--- src/verilog/lpm_consts.svh ---
// Purpose: constants for the low-power mode and indicator pin block
// Assumes: 25 MHz device clock, 32-bit APB register bus
// Notes: times in microseconds, calibration and LED cycle counts derived from the clock rate
`ifndef LPM_CONSTS_SVH
`define LPM_CONSTS_SVH

`define LPM_ADDR_W 12
`define LPM_OFS_IOBASE 12'h020
`define LPM_OFS_SELF_CONTROL_REG 12'h03C
`define LPM_OFS_SELFST 12'h040

`define LPM_BIT_SWDOZE 8
`define LPM_BIT_HWLPEN 9
`define LPM_BIT_CWATCH 10
`define LPM_BIT_P0OWN 12
`define LPM_BIT_P0LVL 14
`define LPM_SELF_CONTROL_REG_MASK 16'h5700
`define LPM_SELF_CONTROL_REG_RST 16'h0000
`define LPM_IOBASE_RST 16'h0300

`define LPM_BIT_INIT_DONE 7
`define LPM_BIT_SERIAL_IF_BUSY 8

`define LPM_CLK_MHZ 25
`define LPM_CAL_TIME_US 10000
`define LPM_LED_HOLD_US 6000
`define LPM_CAL_CYC (`LPM_CAL_TIME_US * `LPM_CLK_MHZ)
`define LPM_LED_CYC (`LPM_LED_HOLD_US * `LPM_CLK_MHZ)
`define LPM_RST_CYC 4
`define LPM_CNT_W 20

`endif

--- src/verilog/lpm_pkg.sv ---
// Purpose: types for the low-power mode and indicator pin block
// Assumes: constants come from lpm_consts.svh
// Notes: the whole block state is one packed struct
`default_nettype none
`include "lpm_consts.svh"

package lpm_pkg;

   typedef enum logic [6:0] {
      ST_RST  = 7'b000_0001,
      ST_CAL  = 7'b000_0010,
      ST_EE   = 7'b000_0100,
      ST_RUN  = 7'b000_1000,
      ST_STBY = 7'b001_0000,
      ST_HWS  = 7'b010_0000,
      ST_SWS  = 7'b100_0000
   } lpm_state_e;

   typedef struct packed {
      lpm_state_e st;
      logic [`LPM_CNT_W-1:0] cnt;
      logic [`LPM_CNT_W-1:0] led_cnt;
      logic pd_meta;
      logic pd_sync;
      logic [15:0] self_control_reg;
      logic [15:0] iobase;
      logic init_done;
      logic si_busy;
      logic [31:0] prdata;
      logic pready;
      logic pslverr;
      logic act_led_n;
      logic link_led_n;
      logic core_rst_n;
      logic cal_run;
      logic ee_req;
   } lpm_regs_s;

endpackage

`default_nettype wire

--- src/verilog/lpm_top.sv ---
// Purpose: low-power state control, post-reset self configuration and indicator pins
// Assumes: APB inputs and event inputs synchronous to CLK; POWERDOWN_N is asynchronous
// Notes: CORE_RESET_N holds the rest of the controller in reset in every low-power state
//
// How it works
// - pin low with lowpower and cable-watch bits set enters link-watch standby
// - standby ignores all bus accesses; only the link receiver stays alive
// - standby drives activity led low while link activity is seen
// - entering standby resets everything except the self-control register
// - pin going high leaves standby through full reset and initialisation
// - pin low, lowpower set, cable-watch clear enters hardware suspend
// - hardware suspend ignores bus and network, link detection off
// - outside party raises pin to leave suspend; device resets and reinitialises
// - software suspend keeps only I/O base and self-control registers
// - any write during software suspend wakes, discards data, resets, reinitialises
// - hardware reset leaves any low-power state at once
// - hardware states outrank software suspend
// - every exit resets, calibrates, then checks and loads EEPROM
// - on completion set init_done and clear serial_if_busy
// - activity led low on tx, rx or collision, held 6 ms after last
// - pin owned by device shows link pulses on link led
// - pin owned by host follows inverted host level bit
`timescale 1ns/1ps
`default_nettype none

module lpm_top
   import lpm_pkg::*;
#(
   parameter logic [`LPM_CNT_W-1:0] CAL_CYC = `LPM_CNT_W'(`LPM_CAL_CYC),
   parameter logic [`LPM_CNT_W-1:0] LED_CYC = `LPM_CNT_W'(`LPM_LED_CYC),
   parameter logic [`LPM_CNT_W-1:0] RST_CYC = `LPM_CNT_W'(`LPM_RST_CYC)
) (
   input wire logic CLK,
   input wire logic RESET_N,
   input wire logic PSEL,
   input wire logic PENABLE,
   input wire logic PWRITE,
   input wire logic [`LPM_ADDR_W-1:0] PADDR,
   input wire logic [31:0] PWDATA,
   output logic [31:0] PRDATA,
   output logic PREADY,
   output logic PSLVERR,
   input wire logic POWERDOWN_N,
   input wire logic LINK_PULSE_OK,
   input wire logic LINK_ACTIVITY,
   input wire logic TX_EVENT,
   input wire logic RX_EVENT,
   input wire logic COLLISION,
   input wire logic EE_LOAD_DONE,
   output logic ACT_LED_N,
   output logic LINK_LED_N,
   output logic CORE_RESET_N,
   output logic CAL_RUN,
   output logic EE_LOAD_REQ
);

   lpm_regs_s r_q;
   lpm_regs_s r_d;

   localparam lpm_regs_s REGS_RST = '{
      st: ST_RST,
      cnt: RST_CYC - `LPM_CNT_W'(1),
      led_cnt: '0,
      pd_meta: 1'b1,
      pd_sync: 1'b1,
      self_control_reg: `LPM_SELF_CONTROL_REG_RST,
      iobase: `LPM_IOBASE_RST,
      init_done: 1'b0,
      si_busy: 1'b1,
      prdata: '0,
      pready: 1'b0,
      pslverr: 1'b0,
      act_led_n: 1'b1,
      link_led_n: 1'b1,
      core_rst_n: 1'b0,
      cal_run: 1'b0,
      ee_req: 1'b0
   };

   logic sleep;
   logic hw_low;
   logic setup;
   logic wr_done;
   logic blocked;
   logic in_hw;
   logic activity;

   always_comb begin
      r_d = r_q;

      // first stage feeds only the second
      r_d.pd_meta = POWERDOWN_N;
      r_d.pd_sync = r_q.pd_meta;
      sleep = ~r_q.pd_sync;
      hw_low = sleep & r_q.self_control_reg[`LPM_BIT_HWLPEN];

      in_hw = (r_q.st == ST_STBY) || (r_q.st == ST_HWS);
      blocked = in_hw || (r_q.st == ST_SWS);
      setup = PSEL & ~PENABLE;
      wr_done = PSEL & PENABLE & r_q.pready & PWRITE;

      // one wait-free access phase: answer is registered from the setup cycle
      r_d.pready = setup;
      r_d.pslverr = 1'b0;
      r_d.prdata = '0;
      if (setup && !blocked) begin
         case (PADDR)
            `LPM_OFS_IOBASE: r_d.prdata = {16'h0000, r_q.iobase};
            `LPM_OFS_SELF_CONTROL_REG: r_d.prdata = {16'h0000, r_q.self_control_reg};
            `LPM_OFS_SELFST: begin
               r_d.prdata[`LPM_BIT_INIT_DONE] = r_q.init_done;
               r_d.prdata[`LPM_BIT_SERIAL_IF_BUSY] = r_q.si_busy;
            end
            default: r_d.pslverr = 1'b1;
         endcase
      end

      if (wr_done && !blocked) begin
         case (PADDR)
            `LPM_OFS_IOBASE: r_d.iobase = PWDATA[15:0];
            `LPM_OFS_SELF_CONTROL_REG: r_d.self_control_reg = PWDATA[15:0] & `LPM_SELF_CONTROL_REG_MASK;
            default: r_d.iobase = r_q.iobase;
         endcase
      end

      case (r_q.st)
         ST_RST: begin
            r_d.core_rst_n = 1'b0;
            r_d.si_busy = 1'b1;
            if (r_q.cnt == '0) begin
               r_d.st = ST_CAL;
               r_d.core_rst_n = 1'b1;
               r_d.cal_run = 1'b1;
               r_d.cnt = CAL_CYC - `LPM_CNT_W'(1);
            end else begin
               r_d.cnt = r_q.cnt - `LPM_CNT_W'(1);
            end
         end
         ST_CAL: begin
            if (r_q.cnt == '0) begin
               r_d.st = ST_EE;
               r_d.cal_run = 1'b0;
               r_d.ee_req = 1'b1;
            end else begin
               r_d.cnt = r_q.cnt - `LPM_CNT_W'(1);
            end
         end
         ST_EE: begin
            if (EE_LOAD_DONE) begin
               r_d.st = ST_RUN;
               r_d.ee_req = 1'b0;
               r_d.init_done = 1'b1;
               r_d.si_busy = 1'b0;
            end
         end
         ST_RUN: begin
            if (r_q.self_control_reg[`LPM_BIT_SWDOZE]) begin
               r_d.st = ST_SWS;
               r_d.core_rst_n = 1'b0;
               r_d.init_done = 1'b0;
            end
         end
         ST_STBY, ST_HWS: begin
            if (!sleep) begin
               // leaving hardware sleep always passes through reset
               r_d.st = ST_RST;
               r_d.cnt = RST_CYC - `LPM_CNT_W'(1);
               r_d.self_control_reg[`LPM_BIT_SWDOZE] = 1'b0;
            end
         end
         ST_SWS: begin
            if (wr_done) begin
               // the waking write is dropped by the blocked decode above
               r_d.st = ST_RST;
               r_d.cnt = RST_CYC - `LPM_CNT_W'(1);
               r_d.self_control_reg[`LPM_BIT_SWDOZE] = 1'b0;
            end
         end
         default: begin
            r_d.st = ST_RST;
            r_d.cnt = RST_CYC - `LPM_CNT_W'(1);
         end
      endcase

      // hardware sleep overrides init, run and software suspend
      if (!in_hw && hw_low) begin
         if (r_q.self_control_reg[`LPM_BIT_CWATCH]) begin
            r_d.st = ST_STBY;
         end else begin
            r_d.st = ST_HWS;
         end
         r_d.core_rst_n = 1'b0;
         r_d.iobase = `LPM_IOBASE_RST;
         r_d.init_done = 1'b0;
         r_d.si_busy = 1'b0;
         r_d.cal_run = 1'b0;
         r_d.ee_req = 1'b0;
         r_d.prdata = '0;
         r_d.pslverr = 1'b0;
      end

      activity = TX_EVENT | RX_EVENT | COLLISION;
      case (r_d.st)
         ST_STBY: begin
            r_d.led_cnt = '0;
            r_d.act_led_n = ~LINK_ACTIVITY;
            r_d.link_led_n = 1'b1;
         end
         ST_HWS, ST_SWS: begin
            r_d.led_cnt = '0;
            r_d.act_led_n = 1'b1;
            r_d.link_led_n = 1'b1;
         end
         default: begin
            // retrigger on every event so the low time stretches from the last one
            if (activity) begin
               r_d.led_cnt = LED_CYC;
            end else if (r_q.led_cnt != '0) begin
               r_d.led_cnt = r_q.led_cnt - `LPM_CNT_W'(1);
            end
            r_d.act_led_n = (r_d.led_cnt == '0);
            if (r_q.self_control_reg[`LPM_BIT_P0OWN]) begin
               r_d.link_led_n = ~r_q.self_control_reg[`LPM_BIT_P0LVL];
            end else begin
               r_d.link_led_n = ~LINK_PULSE_OK;
            end
         end
      endcase
   end

   always_ff @(posedge CLK or negedge RESET_N) begin
      if (!RESET_N) begin
         r_q <= REGS_RST;
      end else begin
         r_q <= r_d;
      end
   end

   assign PRDATA = r_q.prdata;
   assign PREADY = r_q.pready;
   assign PSLVERR = r_q.pslverr;
   assign ACT_LED_N = r_q.act_led_n;
   assign LINK_LED_N = r_q.link_led_n;
   assign CORE_RESET_N = r_q.core_rst_n;
   assign CAL_RUN = r_q.cal_run;
   assign EE_LOAD_REQ = r_q.ee_req;

endmodule

`default_nettype wire

--- config.mk ---
export PLATFORM = sky130hd
export DESIGN_NAME = lpm_top
export DESIGN_NICKNAME = d
export VERILOG_FILES = /design/src/verilog/lpm_pkg.sv /design/src/verilog/lpm_top.sv
export VERILOG_INCLUDE_DIRS = /design/src /design/src/verilog
export SDC_FILE = /design/constraint.sdc
export NUM_CORES = 1
export LEC_CHECK = 0
export BUFFER_PORTS_ARGS = -buffer_cell sky130_fd_sc_hd__buf_2
export CORE_ASPECT_RATIO = 0.9
export CORE_MARGIN = 3
export CORE_UTILIZATION = 30
export CTS_BUF_LIST = sky130_fd_sc_hd__clkbuf_4
export CTS_CLUSTER_DIAMETER = 80
export CTS_CLUSTER_SIZE = 14
export DETAILED_ROUTE_END_ITERATION = 16
export PLACE_DENSITY_LB_ADDON = 0.3
export SETUP_SLACK_MARGIN = 0.5
export SYNTH_ARGS = -nofsm -noshare
export SYNTH_HDL_FRONTEND = slang
export SYNTH_SLANG_ARGS = --single-unit
--- constraint.sdc ---
create_clock -name CLK -period 2.7 [get_ports CLK]
set_input_delay 0.405 -clock CLK [delete_from_list [all_inputs] [get_ports CLK]]
set_output_delay 0.405 -clock CLK [all_outputs]
set_load 0.02 [all_outputs]
Word-level counts from Yosys, hierarchy flattened
Cells that the tools add are included.
Cells by class
  add/subtract/negate cells: 2
  equality and inequality tests: 20
  multiplexer cells: 43
  bitwise operators: 13
  reduce and logical (&&, ||, !) cells: 30
Operators with widths (number)
  two-way mux 20 bit: 6
  case mux 20 bit (5 select lines): 1
  two-way mux 27 bit: 2
  two-way mux 50 bit: 1
  two-way mux 7 bit: 6
  case mux 7 bit (6 select lines): 1
  logical NOT 20 bit: 2
  subtractor 20 x 1 -> 20 bit, second input constant: 2
  two-way mux 32 bit: 1
  two-way mux 25 bit: 1
  == test 12 x 6 -> 1 bit, second input constant: 2
  nonzero test 20 bit: 1
  two-way mux 16 bit: 1
  nonzero test 3 bit: 5
  == test 7 x 5 -> 1 bit, second input constant: 2
  == test 7 x 6 -> 1 bit, second input constant: 2
  == test 7 bit, second input constant: 2
  case mux 7 bit (2 select lines): 1
  == test 12 x 7 -> 1 bit, second input constant: 1
  != test 3 bit, second input constant: 4
  case mux 1 bit (2 select lines): 6
  two-way mux 9 bit: 1
  AND reduction 3 bit: 3
  two-way mux 1 bit: 8
  other kinds (21): 46
Word-level totals
  bits in registers: 111
  input bits: 56
  output and inout port bits: 39
  word-level logic and storage cells: 126

Logic depth before layout (Yosys ltp)
Gate-level depths: netlist of the first run.
  depth in word-level cells: 11
  mapped depth: 10
  mapped depth without buffers: 8

Worst setup path after synthesis of the first run
OpenSTA, ideal clock, no wires.
  path type: reg-to-reg
  start: register r_q[75] (netlist name)
  end: register r_q (netlist bit ACT_LED_N)
  data arrival time: 2438 ps
  setup slack: 191 ps
  stages on the path, launching flop included: 11
  buffers on the path: 2
  cell sequence: dfrtp_1 -> inv_1 -> ha_1 -> or4b_1 -> buf_2 -> nor4_4 -> and2b_1 -> buf_6 -> a41oi_2 -> a2111o_1 -> o21ai_1
RTL lines
  from (decl): line lpm_top.sv:57  | lpm_regs_s r_q;
  from (signal assigned): line lpm_top.sv:235  | r_q <= r_d;

==> key figures, run 1 <==
Status
  – Status: finished clean

Routing
  – Vias: 4238
  – Detail Route Antenna Nets: 0
  – Initial DRT Pass Iterations: 5
  – Via density: 5.05
  – Routed Wire Length: 13100 microns
  – # DRC: 0
  – DR iter-0 viols: 196
  – Wire per inst: 15.6 microns

Global routing
  – First-pass GRT wire length: 20700 microns
  – Largest net degree at the start of global routing: 41
  – Vias in the first global route: 4267
  – Total gr overflow: 0
  – GRT Total Usage: 0.140
  – Initial antenna violation count: 1

Floorplanning
  – IO Pins: 95
  – Chip Width: 143 microns
  – # rows: 44
  – Initial Util: 0.309
  – Die Area: 18400 sq um
  – Core area: 16300 sq um
  – Die H: 129 microns

Place
  – Port Buffers: 62
  – Final Wtd Congestion: 0.853
  – Hpwl dp: 8680 microns

Timing
  – Max_slew headroom: 0.501
  – Worst-margin pin slew: 0.743 ns
  – Minimum clock period: 2.41 ns
  – Final Hold Fails: 0
  – Setup-failing EPs final: 0
  – F_max: 0.415 GHz
  – Fin Clk Skew: 0.0211 ns
  – Unrepaired setup endpoints after global routing: true
  – Period utilization: 0.892
  – Fin Setup TNS: 0 ns
  – Minimum hold slack: 0.0772 ns
  – Final slew viol count: 0

Clock tree
  – Clock transition at path regs: 0.16 ns
  – Htree depth: 3
  – Clk sinks: 95
  – TritonCTS clock tree: done
  – Clock latency on the worst-skew pair: 0.49 ns
  – CTS buffer count: 9
  – Clock buffer depth: 2
  – Clock Tree Root: clkbuf_4

Yosys
  – Gate Count Post-Synth: 527
  – Syn Area/Cell: 9.56 sq um
  – #FFs+latches synth: 95
  – Yosys cell types: 69
  – EDFF count, synth: 0
  – Sequential area share after synthesis: 0.474
  – Mapped Area: 5040 sq um
  – Asr flop ratio synth: 1.00
  – Synth warn: 0
  – Ys flop type: dfrtp_1

Power
  – P per Cell Area: 607 nW/um^2
  – VDD IR max: 0.209 mV
  – Leakage: 2.84 nW

Critical path
  – Critical Path AT: 2.83 ns
  – CP max stage cell: or4b_4
  – CP Capture Type: flip-flop
  – Crit-path leading delay family: compound AO/OA/AOI/OAI gates
  – Crit Path Class: reg -> reg
  – Crit-path max cell delay: 0.53 ns
  – CP bufs+invs: 2
  – Max FO, Critical Path: 5
  – Setup crit start kind: flip-flop
  – CP required: 3.12 ns
  – CP cell instances: inv_2, ha_4, or4b_4, buf_4, o41ai_1, nand3_1, a2111o_1, o21ai_1

Layout
  – Layout cells sized above 1: 0.391
  – Most frequent cells in the layout: dfrtp_1 (75), nor2_1 (64), buf_2 (61)
  – Antenna cells: 0
  – Commonest non-fill, non-tap cell in the layout: dfrtp_1
  – Post-Route Utilization: 0.396
  – Layout area overhead: 27.9%
  – Final nets: 685

Job
  – Max cap viols: 0

Min path
  – Hold Path Class: in -> reg
==> sequential cells by signal, summed over array words and instances (netlist names) <==
register and cells:
EE_LOAD_REQ 1, r_q 71, CORE_RESET_N 1, r_d 1, ACT_LED_N 1, PREADY 1, LINK_LED_N 1, PRDATA 16
CAL_RUN 1, PSLVERR 1
==> cell type report <==
| class | instances | area, sq um |
|---|---|---|
| clock buffers | 9 | 67.6 |
| clock inverters | 7 | 91.3 |
| fillers | 1577 | 9850 |
| inverters | 11 | 41.3 |
| multi-input cells | 382 | 2700 |
| flip-flops and latches | 95 | 2400 |
| well taps | 207 | 259 |
| repair buffers | 128 | 880 |
==> power by group <==
| part | internal (mW) | total (mW) | leakage (nW) | switching [mW] |
|---|---|---|---|---|
| Sequential | 1.57 | 1.69 | 1.21 | 0.123 |
| Combinational | 0.640 | 1.36 | 1.54 | 0.722 |
| Clock | 0.305 | 0.854 | 0.0867 | 0.549 |
| Total | 2.51 | 3.91 | 2.84 | 1.39 |
==> synth_stat cells, types with 7 or more instances <==
master / n / area (sq um)
inv_1: 11 / 41.3
nand3_1: 15 / 75.1
o21ai_0: 20 / 100
a21oi_1: 22 / 110
or4_1: 8 / 60.1
xor2_1: 11 / 96.3
nand2_1: 25 / 93.8
clkbuf_1: 15 / 56.3
nor3_1: 27 / 135
and2_1: 14 / 87.6
nor2_1: 71 / 267
dfrtp_1: 85 / 2130
nor4_1: 16 / 100
dfstp_2: 10 / 263
or3_1: 11 / 68.8
buf_4: 32 / 240
xnor2_1: 9 / 78.8
mux2i_1: 17 / 170
a22oi_1: 7 / 52.6
==> metal layers <==
metal  vias to the layer above  track usage  part of all wire
met5                         -            0           0.00069
met4                         2       0.0570             0.018
met1                      2058        0.183              0.47
met2                       119        0.227              0.46
met3                        24       0.0279             0.047
li1                       2035            -                 -
==> cell families after synthesis <==
kind of cell             synth area share
flip-flops                          0.474
other                            0.000744
AO/OA/AOI/OAI                       0.122
AND/OR/NAND/NOR                     0.240
buffers and inverters              0.0777
XOR/XNOR                           0.0348
adder cells (fa/ha/maj)           0.00496
multiplexers                       0.0449
==> metrics by stage <==
step,cells,worst slack (ns),instance area (sq um),total power [mW]
floorplan,542,0.306,5130,2.37
global placement,779,0.144,5530,2.61
detailed placement,779,0.127,5530,2.64
CTS,821,0.247,6060,3.69
global route,839,0.246,6440,4.15
finish,839,0.291,6440,3.91
==> path summary, 6_finish.rpt <==
check,cells after the start,slack (ns),start,to
max,8,0.29,r_q[76],ACT_LED_N
max reg2reg,8,0.29,r_q[76],ACT_LED_N
max in group asynchronous,3,1.64,RESET_N,r_q[45]
min,2,0.08,PENABLE,PREADY
min reg2reg,0,0.37,r_d[73],r_q[73]
min in group asynchronous,2,0.39,RESET_N,r_q[65]
==> timing repair <==
action / CTS / global route
pin swaps: 13 / 29
setup buffers: 24 / 17
setup endpoints to repair: 60 / 63
gates resized for setup: 38 / 67
gates cloned: 0 / 1
hold buffers: 2 / 0
hold endpoints to repair: 28 / 0
No activity file was read; power rests on OpenSTA's default activity.
==> run 2: changes to the inputs <==
--- a/config.mk
+++ b/config.mk
@@ -6,14 +6,14 @@
 export SDC_FILE = /design/constraint.sdc
 export NUM_CORES = 1
 export LEC_CHECK = 0
-export BUFFER_PORTS_ARGS = -buffer_cell sky130_fd_sc_hd__buf_2
-export CORE_ASPECT_RATIO = 0.9
+export CORE_ASPECT_RATIO = 1.2
 export CORE_MARGIN = 3
 export CORE_UTILIZATION = 30
 export CTS_BUF_LIST = sky130_fd_sc_hd__clkbuf_4
 export CTS_CLUSTER_DIAMETER = 80
 export CTS_CLUSTER_SIZE = 14
 export DETAILED_ROUTE_END_ITERATION = 16
+export DONT_BUFFER_PORTS = 1
 export PLACE_DENSITY_LB_ADDON = 0.3
 export SETUP_SLACK_MARGIN = 0.5
 export SYNTH_ARGS = -nofsm -noshare
==> run 2 against run 1 <==
  * First-iteration DRC count is 21% higher
  * Total power is 3.1% lower
  * Final area is 5.5% lower
  * Combinational power is 6% lower
  * Critical path type unchanged
  * The run now ends with negative hold slack left
  * Critical path depth is 2 lower
  * Cell count is 7.2% lower
  * Highest routed layer is now met4
  * Largest cell class unchanged
==> key figures, run 2 (same netlist as run 1, synthesis figures left out) <==
Timing
  – Final slew viol count: 0 (unchanged)
  – Fin Setup TNS: 0 ns (unchanged)
  – Minimum hold slack: -0.388 ns (-0.465 ns)
  – F_max: 0.413 GHz (-0.37%)
  – Setup ws final: 0.282 ns (-0.00891 ns)
  – Max_slew headroom: 0.657 (+0.156)
  – Worst-margin pin slew: 0.515 ns (-0.228 ns)
  – Unrepaired setup endpoints after global routing: true
  – Setup-failing EPs final: 0 (unchanged)
  – Final Hold Fails: 95 (+95)
  – Period utilization: 0.896 (+0.00330)
  – Fin Clk Skew: 0.0235 ns (+0.00239 ns)
  – Minimum clock period: 2.42 ns (+0.00891 ns)

Critical path
  – Crit Path Class: reg -> reg
  – CP Capture Type: flip-flop
  – CP required: 3.08 ns (-0.04 ns)
  – CP bufs+invs: 0 (-2)
  – Max FO, Critical Path: 7 (+2)
  – Crit-path max cell delay: 0.60 ns (+0.07 ns)
  – Crit-path leading delay family: simple AND/OR/NAND/NOR gates
  – Depth of the most critical reg-to-reg path: 6 (-2)
  – Critical Path AT: 2.80 ns (-0.03 ns)
  – CP max stage cell: or4_4
  – Setup crit start kind: flip-flop
  – Critical path depth: 6 (-2)
  – CP cell instances: or4_4, nor4_4, xnor2_2, a22oi_1, or4_1, o21ai_1

Clock tree
  – Clock Tree Root: clkbuf_4
  – Clock buffer depth: 2 (unchanged)
  – CTS buffer count: 9 (unchanged)
  – CTS Hold Buffers Added: 2 (unchanged)
  – TritonCTS clock tree: done
  – Clock transition at path regs: 0.16 ns (about the same)
  – Clk sinks: 95 (unchanged)
  – Htree depth: 3 (unchanged)
  – Clock latency on the worst-skew pair: 0.47 ns (-0.02 ns)

Routing
  – Detail Route Antenna Nets: 0 (unchanged)
  – Initial DRT Pass Iterations: 4 (-1)
  – # DRC: 0 (unchanged)
  – DR iter-0 viols: 237 (+21%)
  – Wire per inst: 16.0 microns (+2.4%)
  – Vias: 3960 (-6.6%)
  – Routed Wire Length: 12400 microns (-5.0%)
  – Via density: 5.08 (+0.64%)

Power
  – VDD IR max: 0.274 mV (+31%)
  – Pint: 2.47 mW (-1.9%)
  – Power Total: 3.79 mW (-3.1%)
  – Reg power frac: 0.448 (+0.015)
  – NetSw: 1.32 mW (-5.1%)
  – Switch share: 0.349 (-0.00747)
  – Comb pwr share: 0.338 (-0.010)
  – Leakage: 2.53 nW (-11%)
  – P per Cell Area: 622 nW/um^2 (+2.6%)
  – Clk pwr share: 0.213 (-0.005)

Floorplanning
  – Die Area: 18400 sq um (about the same)
  – IO Pins: 95 (unchanged)
  – # rows: 51 (+16%)
  – Die H: 148 microns (+15%)
  – Core area: 16300 sq um (+0.25%)
  – Initial Util: 0.309 (-0.000758)
  – Chip Width: 124 microns (-13%)

Min path
  – Hold Path Class: in -> async

Place
  – DP Area: 5250 sq um (-5.1%)
  – Post-place setup slack: 0.178 ns (+0.0517 ns)
  – Hpwl dp: 8400 microns (-3.2%)
  – Final Wtd Congestion: 0.850 (-0.40%)
  – Port Buffers: 0 (-100%)

Global routing
  – GRT Total Usage: 0.132 (-0.00733)
  – Initial antenna violation count: 1 (unchanged)
  – Vias in the first global route: 3994 (-6.4%)
  – First-pass GRT wire length: 20100 microns (-3.0%)
  – Largest net degree at the start of global routing: 96 (+130%)
  – Total gr overflow: 0 (unchanged)

Layout
  – Largest Register: r_q
  – Finished Cell Area: 6090 sq um (-5.5%)
  – Layout cells sized above 1: 0.309 (-0.0816)
  – Commonest non-fill, non-tap cell in the layout: dfrtp_1
  – Final nets: 619 (-9.6%)
  – Max reg flops: 71 (unchanged)
  – Layout area overhead: 20.9%
  – Most frequent cells in the layout: dfrtp_1 (80), nor2_1 (63), buf_4 (45)

Status
  – Failing checks: negative hold slack
  – Status: finished with violations

Job
  – Max cap viols: 0 (unchanged)
## run 2: metrics by stage
stage                      util  std cells
after floorplan               -        542
after global placement    0.321        727
after detailed placement  0.321        727
after CTS                 0.353        765
after global routing      0.373        779
final                     0.373        779
## run 2: final cells by class
class | count | area (sq um)
Clock buffer | 10 | 75.1
Antenna cell | 1 | 2.50
Tap cell | 212 | 265
Multi-Input combinational cell | 382 | 2700
Fill cell | 1607 | 10200
Inverter | 11 | 41.3
Clock inverter | 6 | 68.8
Sequential cell | 95 | 2400
Timing Repair Buffer | 62 | 539
## run 2: power by group through the flow
stage | Clock [mW] | Combinational [mW] | Sequential [mW]
2_1_floorplan | 0 | 0.676 | 1.69
3_3_place_gp | 0 | 0.842 | 1.70
3_5_place_dp | 0 | 0.858 | 1.71
4_1_cts | 0.833 | 1.01 | 1.69
5_1_grt | 0.898 | 1.40 | 1.72
6_report | 0.809 | 1.28 | 1.70
## run 2: path summary, 6_finish.rpt
kind / from / endpoint / slack, ns
worst min register to register: r_d[73] / r_q[73] / 0.38
worst max register to register: r_q[84] / ACT_LED_N / 0.28
worst max-delay path: r_q[84] / ACT_LED_N / 0.28
min in group CLK: PWDATA[8] / r_q[49] / 0.08
worst min-delay path: RESET_N / PRDATA[15] / -0.39
max in group asynchronous: RESET_N / ACT_LED_N / 2.86
## run 2: repair_timing
item	CTS	global route
cloned	0	0
endpoints found under the setup margin	61	40
endpoints found under the hold margin	97	95
pin swaps	19	25
setup buffers	20	13
resized for setup	47	60
## run 2: metal layers
metal,vias up,share of wire,global-route usage
li1,1905,-,-
met1,1928,0.42,0.156
met2,104,0.51,0.236
met3,23,0.048,0.0260
met4,0,0.024,0.0548
met5,-,0,0
